$ cat config.mk
export PLATFORM = sky130hd
export DESIGN_NAME = pelc_caps
export DESIGN_NICKNAME = d
export VERILOG_FILES = /design/src/pelc_pkg.sv /design/src/pelc_caps.sv
export SDC_FILE = /design/constraint.sdc
export NUM_CORES = 1
export LEC_CHECK = 0
export ABC_AREA = 0
export CORE_MARGIN = 3
export CORE_UTILIZATION = 50
export CTS_BUF_LIST = sky130_fd_sc_hd__clkbuf_2
export CTS_CLUSTER_SIZE = 10
export DETAILED_ROUTE_END_ITERATION = 16
export DONT_BUFFER_PORTS = 1
export GPL_TIMING_DRIVEN = 0
export PLACE_DENSITY = 0.66
export SYNTH_ARGS = -nofsm -noshare
export SYNTH_HDL_FRONTEND = slang
export SYNTH_SLANG_ARGS = --single-unit
export TNS_END_PERCENT = 100
$ cat constraint.sdc
create_clock -name clk -period 1.3 [get_ports clk]
set_clock_uncertainty 0.1 [all_clocks]
set_input_delay 0.13 -clock clk [delete_from_list [all_inputs] [get_ports clk]]
set_output_delay 0.13 -clock clk [all_outputs]
set_load 0.05 [all_outputs]
$ cat src/pelc_pkg.sv
// Constants for the error, link and slot capability register bank.
// Assumes an AHB-Lite master with word accesses and a single slave.
`default_nettype none
package pelc_pkg;
  // Register byte addresses.
  localparam logic [7:0] ADDR_AER_CAP    = 8'h00;
  localparam logic [7:0] ADDR_LINK_CAP   = 8'h04;
  localparam logic [7:0] ADDR_LINK_STAT  = 8'h08;
  localparam logic [7:0] ADDR_SLOT_CAP   = 8'h0C;
  localparam logic [7:0] ADDR_SLOT_POWER = 8'h10;
  localparam logic [7:0] ADDR_IRQ_STAT   = 8'h14;
  localparam logic [7:0] ADDR_IRQ_MASK   = 8'h18;
  localparam logic [7:0] ADDR_MSG_COUNT  = 8'h1C;
  // Field positions.
  localparam int AER_PRESENT_BIT  = 0;
  localparam int ECRC_GEN_BIT     = 5;
  localparam int ECRC_CHK_BIT     = 7;
  localparam int ECRC_FWD_BIT     = 8;
  localparam int LINK_PORT_LSB    = 24;
  localparam int LINK_SDOWN_BIT   = 19;
  localparam int LINK_DLLA_BIT    = 20;
  localparam int LSTAT_SLOTCLK    = 12;
  localparam int LSTAT_SDOWN_BIT  = 0;
  localparam int SLOT_PRESENT_BIT = 0;
  localparam int SLOT_LIMIT_LSB   = 7;
  localparam int SLOT_SCALE_LSB   = 15;
  localparam int SLOT_NUM_LSB     = 19;
  // Interrupt event bits.
  localparam int EV_MSG   = 0;
  localparam int EV_OVF   = 1;
  localparam int EV_SDOWN = 2;
  localparam int EV_W     = 3;
  // Reset values and fixed values.
  localparam logic [7:0]  PORT_NUMBER   = 8'h01;
  localparam logic [1:0]  SCALE_RESET   = 2'h0;
  localparam logic [7:0]  LIMIT_RESET   = 8'h00;
  localparam logic [31:0] ZERO_WORD     = 32'h0000_0000;
  localparam logic [1:0]  HTRANS_NONSEQ = 2'h2;
  localparam logic [2:0]  HSIZE_WORD    = 3'h2;
endpackage : pelc_pkg
`default_nettype wire

$ cat src/pelc_caps.sv
// Capability register bank: AER and ECRC bits, link and slot fields, ECRC
// forwarding flag for the streaming path and completion-buffer overflow.
// Assumes a single AHB-Lite master and synchronous event inputs except the
// overflow and surprise-down pins, which are synchronised here.
`timescale 1ns/1ps
`default_nettype none
module pelc_caps #(
  parameter bit          EN_AER     = 1'b0,
  parameter bit          EN_ECRC_CK = 1'b0,
  parameter bit          EN_ECRC_GN = 1'b0,
  parameter bit          EN_ECRC_FW = 1'b0,
  parameter bit          EN_CPL_TRK = 1'b0,
  parameter bit          ROOT_PORT  = 1'b1,
  parameter bit          EN_DLLA    = 1'b0,
  parameter bit          EN_SDOWN   = 1'b0,
  parameter bit          COMMON_CLK = 1'b0,
  parameter bit          EN_SLOT    = 1'b0,
  parameter logic [12:0] SLOT_NUM   = 13'h0000
) (
  input  wire logic        clk,
  input  wire logic        resetn,
  input  wire logic        hsel,
  input  wire logic [31:0] haddr,
  input  wire logic [1:0]  htrans,
  input  wire logic        hwrite,
  input  wire logic [2:0]  hsize,
  input  wire logic [31:0] hwdata,
  input  wire logic        hready,
  output logic             hreadyout,
  output logic             hresp,
  output logic [31:0]      hrdata,
  input  wire logic        cpl_buf_ovf_in,
  input  wire logic        surprise_down_in,
  input  wire logic        rx_tlp_sop,
  input  wire logic        rx_tlp_has_ecrc,
  output logic             rx_keep_ecrc,
  output logic             rx_set_td,
  output logic             cpl_buf_ovf,
  output logic             slot_power_msg,
  output logic [7:0]       slot_power_limit,
  output logic [1:0]       slot_power_scale,
  output logic             irq
);
  // Option gating is resolved at build time, so no illegal combination such
  // as ECRC checking without AER can ever reach a register word.
  localparam bit AER_ON  = EN_AER;
  localparam bit CHK_ON  = EN_ECRC_CK & EN_AER;
  localparam bit GEN_ON  = EN_ECRC_GN & EN_AER;
  localparam bit SLOT_ON = EN_SLOT & ROOT_PORT;

  // Every flop of the bank lives in this one record; the next-state logic
  // fills a copy of it and a single clocked process registers that copy.
  typedef struct packed {
    logic                             wr_pend;
    logic                             rd_pend;
    logic [7:0]                       addr;
    logic [31:0]                      rdata;
    logic [1:0]                       ovf_sync;
    logic [1:0]                       sd_sync;
    logic                             ovf;
    logic                             sdown;
    logic                             keep_ecrc;
    logic                             set_td;
    logic                             msg;
    logic [7:0]                       limit;
    logic [1:0]                       scale;
    logic [pelc_pkg::EV_W-1:0]        stat;
    logic [pelc_pkg::EV_W-1:0]        mask;
    logic [7:0]                       msg_count;
  } pelc_state_t;

  pelc_state_t st;
  pelc_state_t next_st;
  logic        take;
  logic [31:0] aer_word;
  logic [31:0] link_word;
  logic [31:0] lstat_word;
  logic [31:0] slot_word;
  logic [pelc_pkg::EV_W-1:0] ev;

  // The bank never stalls, so an address phase is taken at the first edge
  // that sees it and its data phase always lasts exactly one cycle.
  assign take = hsel & hready & (htrans == pelc_pkg::HTRANS_NONSEQ);

  always_comb begin
    aer_word = pelc_pkg::ZERO_WORD;
    aer_word[pelc_pkg::AER_PRESENT_BIT] = AER_ON;
    aer_word[pelc_pkg::ECRC_CHK_BIT] = CHK_ON;
    aer_word[pelc_pkg::ECRC_GEN_BIT] = GEN_ON;
    aer_word[pelc_pkg::ECRC_FWD_BIT] = EN_ECRC_FW;
    link_word = pelc_pkg::ZERO_WORD;
    if (ROOT_PORT) begin
      link_word[pelc_pkg::LINK_PORT_LSB +: 8] = pelc_pkg::PORT_NUMBER;
    end
    link_word[pelc_pkg::LINK_DLLA_BIT] = EN_DLLA & ROOT_PORT;
    link_word[pelc_pkg::LINK_SDOWN_BIT] = EN_SDOWN & ROOT_PORT;
    lstat_word = pelc_pkg::ZERO_WORD;
    lstat_word[pelc_pkg::LSTAT_SLOTCLK] = COMMON_CLK;
    lstat_word[pelc_pkg::LSTAT_SDOWN_BIT] = st.sdown;
    slot_word = pelc_pkg::ZERO_WORD;
    if (SLOT_ON) begin
      slot_word[pelc_pkg::SLOT_PRESENT_BIT] = 1'b1;
      slot_word[pelc_pkg::SLOT_LIMIT_LSB +: 8] = st.limit;
      slot_word[pelc_pkg::SLOT_SCALE_LSB +: 2] = st.scale;
      slot_word[pelc_pkg::SLOT_NUM_LSB +: 13] = SLOT_NUM;
    end
  end

  always_comb begin
    next_st = st;
    next_st.msg = 1'b0;
    // Both status pins are asynchronous; only the second stage of each
    // synchroniser feeds logic, which keeps metastability contained.
    next_st.ovf_sync = {st.ovf_sync[0], cpl_buf_ovf_in};
    next_st.sd_sync = {st.sd_sync[0], surprise_down_in};
    next_st.ovf = EN_CPL_TRK & st.ovf_sync[1];
    next_st.sdown = EN_SDOWN & ROOT_PORT & st.sd_sync[1];
    if (rx_tlp_sop) begin
      next_st.keep_ecrc = EN_ECRC_FW & rx_tlp_has_ecrc;
      next_st.set_td = EN_ECRC_FW & rx_tlp_has_ecrc;
    end
    next_st.wr_pend = take & hwrite;
    next_st.rd_pend = take & ~hwrite;
    if (take) begin
      next_st.addr = haddr[7:0];
    end
    ev = '0;
    ev[pelc_pkg::EV_OVF] = next_st.ovf & ~st.ovf;
    ev[pelc_pkg::EV_SDOWN] = next_st.sdown & ~st.sdown;
    if (st.wr_pend) begin
      if (st.addr == pelc_pkg::ADDR_SLOT_POWER) begin
        if (SLOT_ON) begin
          next_st.limit = hwdata[7:0];
          next_st.scale = hwdata[9:8];
          next_st.msg = 1'b1;
          next_st.msg_count = st.msg_count + 8'h01;
          ev[pelc_pkg::EV_MSG] = 1'b1;
        end
      end else if (st.addr == pelc_pkg::ADDR_IRQ_MASK) begin
        next_st.mask = hwdata[pelc_pkg::EV_W-1:0];
      end
    end
    // Read data is registered at the address phase so that it stands for the
    // whole data phase; it drops to zero afterwards so stale data shows.
    next_st.rdata = pelc_pkg::ZERO_WORD;
    if (take & ~hwrite) begin
      if (haddr[7:0] == pelc_pkg::ADDR_AER_CAP) begin
        next_st.rdata = aer_word;
      end else if (haddr[7:0] == pelc_pkg::ADDR_LINK_CAP) begin
        next_st.rdata = link_word;
      end else if (haddr[7:0] == pelc_pkg::ADDR_LINK_STAT) begin
        next_st.rdata = lstat_word;
      end else if (haddr[7:0] == pelc_pkg::ADDR_SLOT_CAP) begin
        next_st.rdata = slot_word;
      end else if (haddr[7:0] == pelc_pkg::ADDR_SLOT_POWER) begin
        next_st.rdata = SLOT_ON ? {22'h000000, st.scale, st.limit}
                                : pelc_pkg::ZERO_WORD;
      end else if (haddr[7:0] == pelc_pkg::ADDR_IRQ_STAT) begin
        next_st.rdata = {29'h00000000, st.stat};
      end else if (haddr[7:0] == pelc_pkg::ADDR_IRQ_MASK) begin
        next_st.rdata = {29'h00000000, st.mask};
      end else if (haddr[7:0] == pelc_pkg::ADDR_MSG_COUNT) begin
        next_st.rdata = {24'h000000, st.msg_count};
      end
    end
    // Read clears status, but a new event in the same cycle survives.
    if (take & ~hwrite & (haddr[7:0] == pelc_pkg::ADDR_IRQ_STAT)) begin
      next_st.stat = ev;
    end else begin
      next_st.stat = st.stat | ev;
    end
  end

  always_ff @(posedge clk or negedge resetn) begin
    if (!resetn) begin
      st <= '0;
      st.scale <= pelc_pkg::SCALE_RESET;
      st.limit <= pelc_pkg::LIMIT_RESET;
    end else begin
      st <= next_st;
    end
  end

  assign hreadyout        = 1'b1;
  assign hresp            = 1'b0;
  assign hrdata           = st.rdata;
  assign rx_keep_ecrc     = st.keep_ecrc;
  assign rx_set_td        = st.set_td;
  assign cpl_buf_ovf      = st.ovf;
  assign slot_power_msg   = st.msg;
  assign slot_power_limit = st.limit;
  assign slot_power_scale = st.scale;
  // The interrupt is a level, high while any unmasked status bit is set.
  assign irq              = |(st.stat & st.mask);

  a_slot_msg_write: assert property (
    @(posedge clk) disable iff (!resetn)
    (st.wr_pend && st.addr == pelc_pkg::ADDR_SLOT_POWER && SLOT_ON)
      |=> slot_power_msg && slot_power_limit == $past(hwdata[7:0]))
    else $error("slot power write did not send message");
  a_msg_cause: assert property (
    @(posedge clk) disable iff (!resetn)
    slot_power_msg |-> $past(st.wr_pend))
    else $error("message without write");
  a_aer_read: assert property (
    @(posedge clk) disable iff (!resetn)
    (take && !hwrite && haddr[7:0] == pelc_pkg::ADDR_AER_CAP)
      |=> hrdata[pelc_pkg::AER_PRESENT_BIT] == AER_ON)
    else $error("AER present bit wrong");
  a_ecrc_check: assert property (
    @(posedge clk) disable iff (!resetn)
    (take && !hwrite && haddr[7:0] == pelc_pkg::ADDR_AER_CAP)
      |=> hrdata[pelc_pkg::ECRC_CHK_BIT] == (EN_ECRC_CK & EN_AER))
    else $error("ECRC check bit wrong");
  a_ecrc_gen: assert property (
    @(posedge clk) disable iff (!resetn)
    (take && !hwrite && haddr[7:0] == pelc_pkg::ADDR_AER_CAP)
      |=> hrdata[pelc_pkg::ECRC_GEN_BIT] == (EN_ECRC_GN & EN_AER))
    else $error("ECRC generation bit wrong");
  a_fwd_td: assert property (
    @(posedge clk) disable iff (!resetn)
    rx_tlp_sop |=> rx_set_td == (EN_ECRC_FW & $past(rx_tlp_has_ecrc)))
    else $error("TD flag wrong");
  a_ovf_follow: assert property (
    @(posedge clk) disable iff (!resetn)
    (EN_CPL_TRK && cpl_buf_ovf_in) [*4] |-> cpl_buf_ovf)
    else $error("overflow not reported");
  a_port_num: assert property (
    @(posedge clk) disable iff (!resetn)
    (take && !hwrite && haddr[7:0] == pelc_pkg::ADDR_LINK_CAP && ROOT_PORT)
      |=> hrdata[pelc_pkg::LINK_PORT_LSB +: 8] == pelc_pkg::PORT_NUMBER)
    else $error("port number wrong");
  a_slot_clock: assert property (
    @(posedge clk) disable iff (!resetn)
    (take && !hwrite && haddr[7:0] == pelc_pkg::ADDR_LINK_STAT)
      |=> hrdata[pelc_pkg::LSTAT_SLOTCLK] == COMMON_CLK)
    else $error("slot clock bit wrong");
  a_slot_absent: assert property (
    @(posedge clk) disable iff (!resetn)
    (take && !hwrite && haddr[7:0] == pelc_pkg::ADDR_SLOT_CAP && !SLOT_ON)
      |=> hrdata == pelc_pkg::ZERO_WORD)
    else $error("slot register present");
  a_limit_hold: assert property (
    @(posedge clk) disable iff (!resetn)
    !(st.wr_pend && st.addr == pelc_pkg::ADDR_SLOT_POWER)
      |=> $stable(slot_power_limit) && $stable(slot_power_scale))
    else $error("slot power changed without write");

  // The checks below cover the disabled side of each option except ECRC checking,
  // ECRC generation and the common clock as well, since a build may leave any of them off.
  a_aer_gates_chk: assert property (
    @(posedge clk) disable iff (!resetn)
    (take && !hwrite && haddr[7:0] == pelc_pkg::ADDR_AER_CAP)
      |=> !hrdata[pelc_pkg::ECRC_CHK_BIT] || hrdata[pelc_pkg::AER_PRESENT_BIT])
    else $error("ECRC check capable without AER");
  a_aer_gates_gen: assert property (
    @(posedge clk) disable iff (!resetn)
    (take && !hwrite && haddr[7:0] == pelc_pkg::ADDR_AER_CAP)
      |=> !hrdata[pelc_pkg::ECRC_GEN_BIT] || hrdata[pelc_pkg::AER_PRESENT_BIT])
    else $error("ECRC generation capable without AER");
  a_aer_absent: assert property (
    @(posedge clk) disable iff (!resetn)
    (take && !hwrite && haddr[7:0] == pelc_pkg::ADDR_AER_CAP && !AER_ON)
      |=> !hrdata[pelc_pkg::AER_PRESENT_BIT])
    else $error("AER shown although absent");
  a_keep_value: assert property (
    @(posedge clk) disable iff (!resetn)
    rx_tlp_sop |=> rx_keep_ecrc == (EN_ECRC_FW & $past(rx_tlp_has_ecrc)))
    else $error("ECRC keep flag wrong");
  a_keep_hold: assert property (
    @(posedge clk) disable iff (!resetn)
    !rx_tlp_sop |=> $stable(rx_keep_ecrc) && $stable(rx_set_td))
    else $error("forwarding flags changed inside a TLP");
  a_fwd_off: assert property (
    @(posedge clk) disable iff (!resetn)
    !EN_ECRC_FW |-> !rx_keep_ecrc && !rx_set_td)
    else $error("forwarding flags set while forwarding is off");
  a_ovf_off: assert property (
    @(posedge clk) disable iff (!resetn)
    !EN_CPL_TRK |-> !cpl_buf_ovf)
    else $error("overflow shown while tracking is off");
  a_ovf_release: assert property (
    @(posedge clk) disable iff (!resetn)
    (!cpl_buf_ovf_in) [*4] |-> !cpl_buf_ovf)
    else $error("overflow status did not clear");
  a_ovf_event: assert property (
    @(posedge clk) disable iff (!resetn)
    $rose(cpl_buf_ovf) |-> st.stat[pelc_pkg::EV_OVF])
    else $error("overflow event not recorded");
  a_sdown_cap: assert property (
    @(posedge clk) disable iff (!resetn)
    (take && !hwrite && haddr[7:0] == pelc_pkg::ADDR_LINK_CAP)
      |=> hrdata[pelc_pkg::LINK_SDOWN_BIT] == (EN_SDOWN & ROOT_PORT))
    else $error("surprise-down capable bit wrong");
  a_sdown_live: assert property (
    @(posedge clk) disable iff (!resetn)
    (take && !hwrite && haddr[7:0] == pelc_pkg::ADDR_LINK_STAT)
      |=> hrdata[pelc_pkg::LSTAT_SDOWN_BIT] == $past(st.sdown))
    else $error("surprise-down status bit wrong");
  a_sdown_event: assert property (
    @(posedge clk) disable iff (!resetn)
    $rose(st.sdown) |-> st.stat[pelc_pkg::EV_SDOWN])
    else $error("surprise-down event not recorded");
  a_dlla_cap: assert property (
    @(posedge clk) disable iff (!resetn)
    (take && !hwrite && haddr[7:0] == pelc_pkg::ADDR_LINK_CAP)
      |=> hrdata[pelc_pkg::LINK_DLLA_BIT] == (EN_DLLA & ROOT_PORT))
    else $error("data-link-active reporting bit wrong");
  a_port_absent: assert property (
    @(posedge clk) disable iff (!resetn)
    (take && !hwrite && haddr[7:0] == pelc_pkg::ADDR_LINK_CAP && !ROOT_PORT)
      |=> hrdata[pelc_pkg::LINK_PORT_LSB +: 8] == '0)
    else $error("port number shown outside a root port");
  a_scale_field: assert property (
    @(posedge clk) disable iff (!resetn)
    (take && !hwrite && haddr[7:0] == pelc_pkg::ADDR_SLOT_CAP && SLOT_ON)
      |=> hrdata[pelc_pkg::SLOT_SCALE_LSB +: 2] == $past(slot_power_scale))
    else $error("slot power scale field wrong");
  a_limit_field: assert property (
    @(posedge clk) disable iff (!resetn)
    (take && !hwrite && haddr[7:0] == pelc_pkg::ADDR_SLOT_CAP && SLOT_ON)
      |=> hrdata[pelc_pkg::SLOT_LIMIT_LSB +: 8] == $past(slot_power_limit))
    else $error("slot power limit field wrong");
  a_slot_number: assert property (
    @(posedge clk) disable iff (!resetn)
    (take && !hwrite && haddr[7:0] == pelc_pkg::ADDR_SLOT_CAP && SLOT_ON)
      |=> hrdata[pelc_pkg::SLOT_NUM_LSB +: 13] == SLOT_NUM)
    else $error("slot number field wrong");
  a_scale_reset: assert property (
    @(posedge clk)
    $rose(resetn) |-> slot_power_scale == pelc_pkg::SCALE_RESET)
    else $error("slot power scale not zero after reset");
  a_no_slot_msg: assert property (
    @(posedge clk) disable iff (!resetn)
    !SLOT_ON |-> !slot_power_msg)
    else $error("slot power message without a slot");
  a_msg_counted: assert property (
    @(posedge clk) disable iff (!resetn)
    slot_power_msg |-> st.msg_count == $past(st.msg_count) + 8'h01)
    else $error("slot power message not counted");
endmodule : pelc_caps
`default_nettype wire

### Word level (Yosys, flattened, before mapping)

Index checks and enable logic that the tools add are counted.

* output and inout bits: 49
* word-level logic and storage cells: 29
* bits of input ports: 78
* register bits: 44

* muxes and demuxes: 8
* reductions and logical operators: 2
* equal/unequal tests: 9
* bitwise gates (word level): 6

Operator list (count)
* 25-bit 2-to-1 mux: 3
* 8-bit by 5-bit equality test with 1-bit output (second input constant): 5
* 8-bit by 4-bit equality test with 1-bit output (second input constant): 2
* 3-bit 2-to-1 mux: 5
* 8-bit by 3-bit equality test with 1-bit output (second input constant): 1
* 8-bit logical NOT: 1
* 1-bit bitwise AND: 4
* 3-bit AND reduction: 1
* 2-bit equality test (second input constant): 1
* 1-bit inverter: 2

### Longest topological paths before layout

* word-level depth: 9
* mapped depth: 3
* gate-level depth less buffers: 3

### Worst setup path before layout

OpenSTA, ideal clock, no wires.

* path kind: register to register
* start: register st[72] in the netlist's numbering
* end: register st[10] in the netlist's numbering
* setup time: 0.125 ns
* buffers on the path: 0
* stages on the path, launching flop included: 4
* data arrival time: 1.067 ns
* required time: 1.075 ns
* period minus slack after synthesis: 1.291 ns
* slack: 0.009 ns
* cells stage by stage: dfrtp_1 -> nor4bb_1 -> nand4_1 -> mux2_2

* cells in the longest elaborated chain, start to end: 3
* elaborated cells between the ends (all ways): 4
* those cells by class: eq/ne (2); bitwise (1); reduce/logical (1)

Ends and longest elaborated chain
* start: declaration: line pelc_caps.sv:72 `pelc_state_t st;`
* start signal: assignment: line pelc_caps.sv:180 `st <= next_st;`
* 8-bit by 5-bit equality test with 1-bit output: line pelc_caps.sv:131 `if (st.addr == pelc_pkg::ADDR_SLOT_POWER) begin`
* 1-bit inverter (no line)
* 3-bit AND reduction (no line) *

Mark *: on every way between the ends. The rest lies on a longest branch, timed or not.
A chain may end at the register's enable or synchronous reset.

### Worst setup path after layout

* start: register st[71] in the netlist's numbering
* end: register st[10] in the netlist's numbering

The elaborated chain is that of the path after synthesis.

==> results.json <==
{
  "status": "complete, but fails checks",
  "violations": "hold timing, setup timing",
  "post-cts-setup-buffer-count": 0,
  "worstSkewPairLatency_ps": 280,
  "h-tree-depth": 1,
  "hold_path_depth": 1,
  "ys_seq_area_share_pct": 39.5,
  "drive_gt1_share_pct": 43.8,
  "ys_top_cells_by_area": "dfrtp_1 39%, buf_4 36%, mux2_2 12%, and2_1 1.8%, nor2_1 1.5%",
  "tightest_slew_ps": 689,
  "critical_path_arrival_ps": 1480,
  "synth.distinct_cells": 17,
  "yosys-top-cells-count": "49 x buf_4, 16 x dfrtp_1, 11 x mux2_2",
  "cp.required_ps": 1390,
  "ant_nets": 0,
  "fmax_mhz": 720,
  "synth_top_area_share_pct": 39.5,
  "post-route-period-util_pct": 107,
  "use_met1_pct": 13.4,
  "hold_ws_ps": -122,
  "grtUsageTotal_pct": 13.1,
  "vdd_drop_max_mv": 0.634,
  "coreArea_sq_um": 1820,
  "critical_path_class": "reg -> reg",
  "period_needed_ps": 1390,
  "synth_enable_flop_cells": 0,
  "synthToLayoutAreaGrowth_pct": 31.8,
  "grt_start_max_net_pins": 17,
  "synth_area_sq_um": 1010,
  "rr_startpoint": "st[71]$_DFFE_PN0P_",
  "fin_ws_ps": -88.2,
  "start_kind": "flip-flop",
  "via_count": 643,
  "initial_core_util_pct": 55.7,
  "ys.flop_type": "dfrtp_1",
  "slew_viol_final": 0,
  "wl_per_cell_um": 9.33,
  "cp-end-kind": "flip-flop",
  "top_usage_layer": "met2",
  "antenna_cells": 0,
  "routed_via_density": 3.61,
  "cts_tree": "built",
  "use_met3_pct": 3.21,
  "drc_errors": 0,
  "rrSetupSlack_ps": -90,
  "critPathMaxFanout": 3,
  "cts_inserted_buffers": 3,
  "max_slew_margin_pct": 53.9,
  "dr.pass1.iters": 4,
  "io_pins": 127,
  "hold_violations": 4,
  "cp-startpoint": "st[71]$_DFFE_PN0P_",
  "async_reset_ff_share_pct": 100,
  "grt_pass1_vias": 661,
  "maxCapViolCount": 0,
  "numPortBuffers": 0,
  "dpl_cell_area_sq_um": 1210,
  "cts.clk_slew.worst_paths_ps": 150,
  "ys_seq_elements": 16,
  "cts_buffer_depth": 2,
  "finalSetupViolations": 3,
  "rsz0062_at_grt": "true",
  "synth.most_common_cell": "buf_4",
  "die_h_um": 51.1,
  "grt_pass1_wl_mm": 2.62,
  "nets": 232,
  "yosysTopAreaCell": "dfrtp_1",
  "endpoint": "st[10]$_DFFE_PN0P_",
  "die_w_um": 51.1,
  "power_density_nw_per_um2": 986,
  "cts_hold_buf": 10,
  "cellLeakagePower_nw": 0.763,
  "drt_iter0_drc": 4,
  "design_area_sq_um": 1340,
  "grt_use_met2_pct": 24.7,
  "antenna_found_initial": 0,
  "grt_overflow": 0,
  "cts_root_buf": "clkbuf_2",
  "cts_sinks": 16,
  "hp-class": "in -> reg",
  "dp_cells": 164,
  "syn_area_per_cell_sq_um": 10.6,
  "final_cells": 178,
  "worstReg2RegEnd": "st[10]$_DFFE_PN0P_",
  "place_congestion": 0.652,
  "synth_cells": 96,
  "r2r_cells": 3,
  "die_area_sq_um": 2610,
  "yosysWarnings": 0,
  "fillers": 146,
  "num_rows": 15,
  "drt-total-wl_mm": 1.66
}
[cell families (layout without fill, tap and decap cells)]
family | after synthesis | count (layout) | synth area share [%]
mux | 11 | 11 | 12.2
buf+inv | 51 | 65 | 37.1
other cells | 2 | 45 | 0.740
flops | 16 | 16 | 39.5
simple gates | 16 | 16 | 10.5
[worst min path at each step]
stage                        start             endpoint  slack [ps]
final                     haddr[0]   st[65]$_DFFE_PN0P_        -120
after global routing      haddr[0]   st[65]$_DFFE_PN0P_        -140
after floorplan             resetn  hrdata[0]$_DFF_PN0_        -270
after detailed placement    resetn   st[66]$_DFFE_PN0P_        -270
after CTS                 haddr[0]   st[65]$_DFFE_PN0P_        -130
after global placement      resetn   st[65]$_DFFE_PN0P_        -270
[routing by layer]
layer  vias to the layer above  part of all wire [%]
met2                        41                    51
li1                        328                     -
met5                         -                     0
met3                         0                    12
met4                         0                     0
met1                       274                    37
[repair_timing]
| item | in CTS | in global routing |
|---|---|---|
| pin swaps | 0 | 4 |
| hold endpoints to repair | 29 | 4 |
| gates resized for setup | 0 | 2 |
| setup endpoints to repair | 3 | 6 |
[report_power, final]
part,total [mW],internal [mW],switching (mW)
Sequential,0.589,0.557,0.0316
Clock,0.217,0.0668,0.150
Combinational,0.513,0.169,0.344
[registers in the layout, indices dropped and copies added, names as in the netlist]
register  cells
st           12
hrdata        4
[layout by cell type, fill, tap and decap left out]
cell           synthesis  routed
dfrtp_1               16      16
nor4_1                 1       1
dlygate4sd3_1          0      10
buf_4                 49      49
nand3b_1               1       1
buf_2                  1       1
nand4b_1               1       1
clkbuf_2               0       3
and2_1                 3       3
nand4_1                1       1
conb_1                 2      45
nor2_1                 4       4
nor4bb_1               1       1
nand2_1                1       1
nor4_4                 0       1
inv_1                  1       1
or2_4                  0       1
or4_4                  1       1
clkinv_1               0       1
mux2_2                11      11
[per-stage QoR]
stage	setup WS, ps	TNS [ps]	hold slack (ps)	util, %	total power, mW
finish	-88.2	-262	-122	73.5	1.32
global route	-143	-412	-143	73.5	1.39
CTS	-118	-463	-132	72.9	1.32
detailed placement	-106	-316	-265	66.3	1.07
global placement	-92.9	-277	-265	66.3	1.06
floorplan	8.71	0	-266	-	1.05
[layout make-up]
class	instances	area [sq um]	area share [%]
repair buffers	10	100	7.48
well taps	25	31.3	2.34
multi-input cells	72	410	30.7
inverters	1	3.75	0.281
clock inverters	1	3.75	0.281
plain buffers	50	373	27.9
flip-flops and latches	16	400	29.9
clock buffers	3	15.0	1.12
[worst max-delay path: stages (launching register included)]
cell      delay (ps)
dfrtp_1          410
nor4bb_1         280
nand4_1          200
mux2_2           310
No activity file was read; power rests on OpenSTA's default activity.
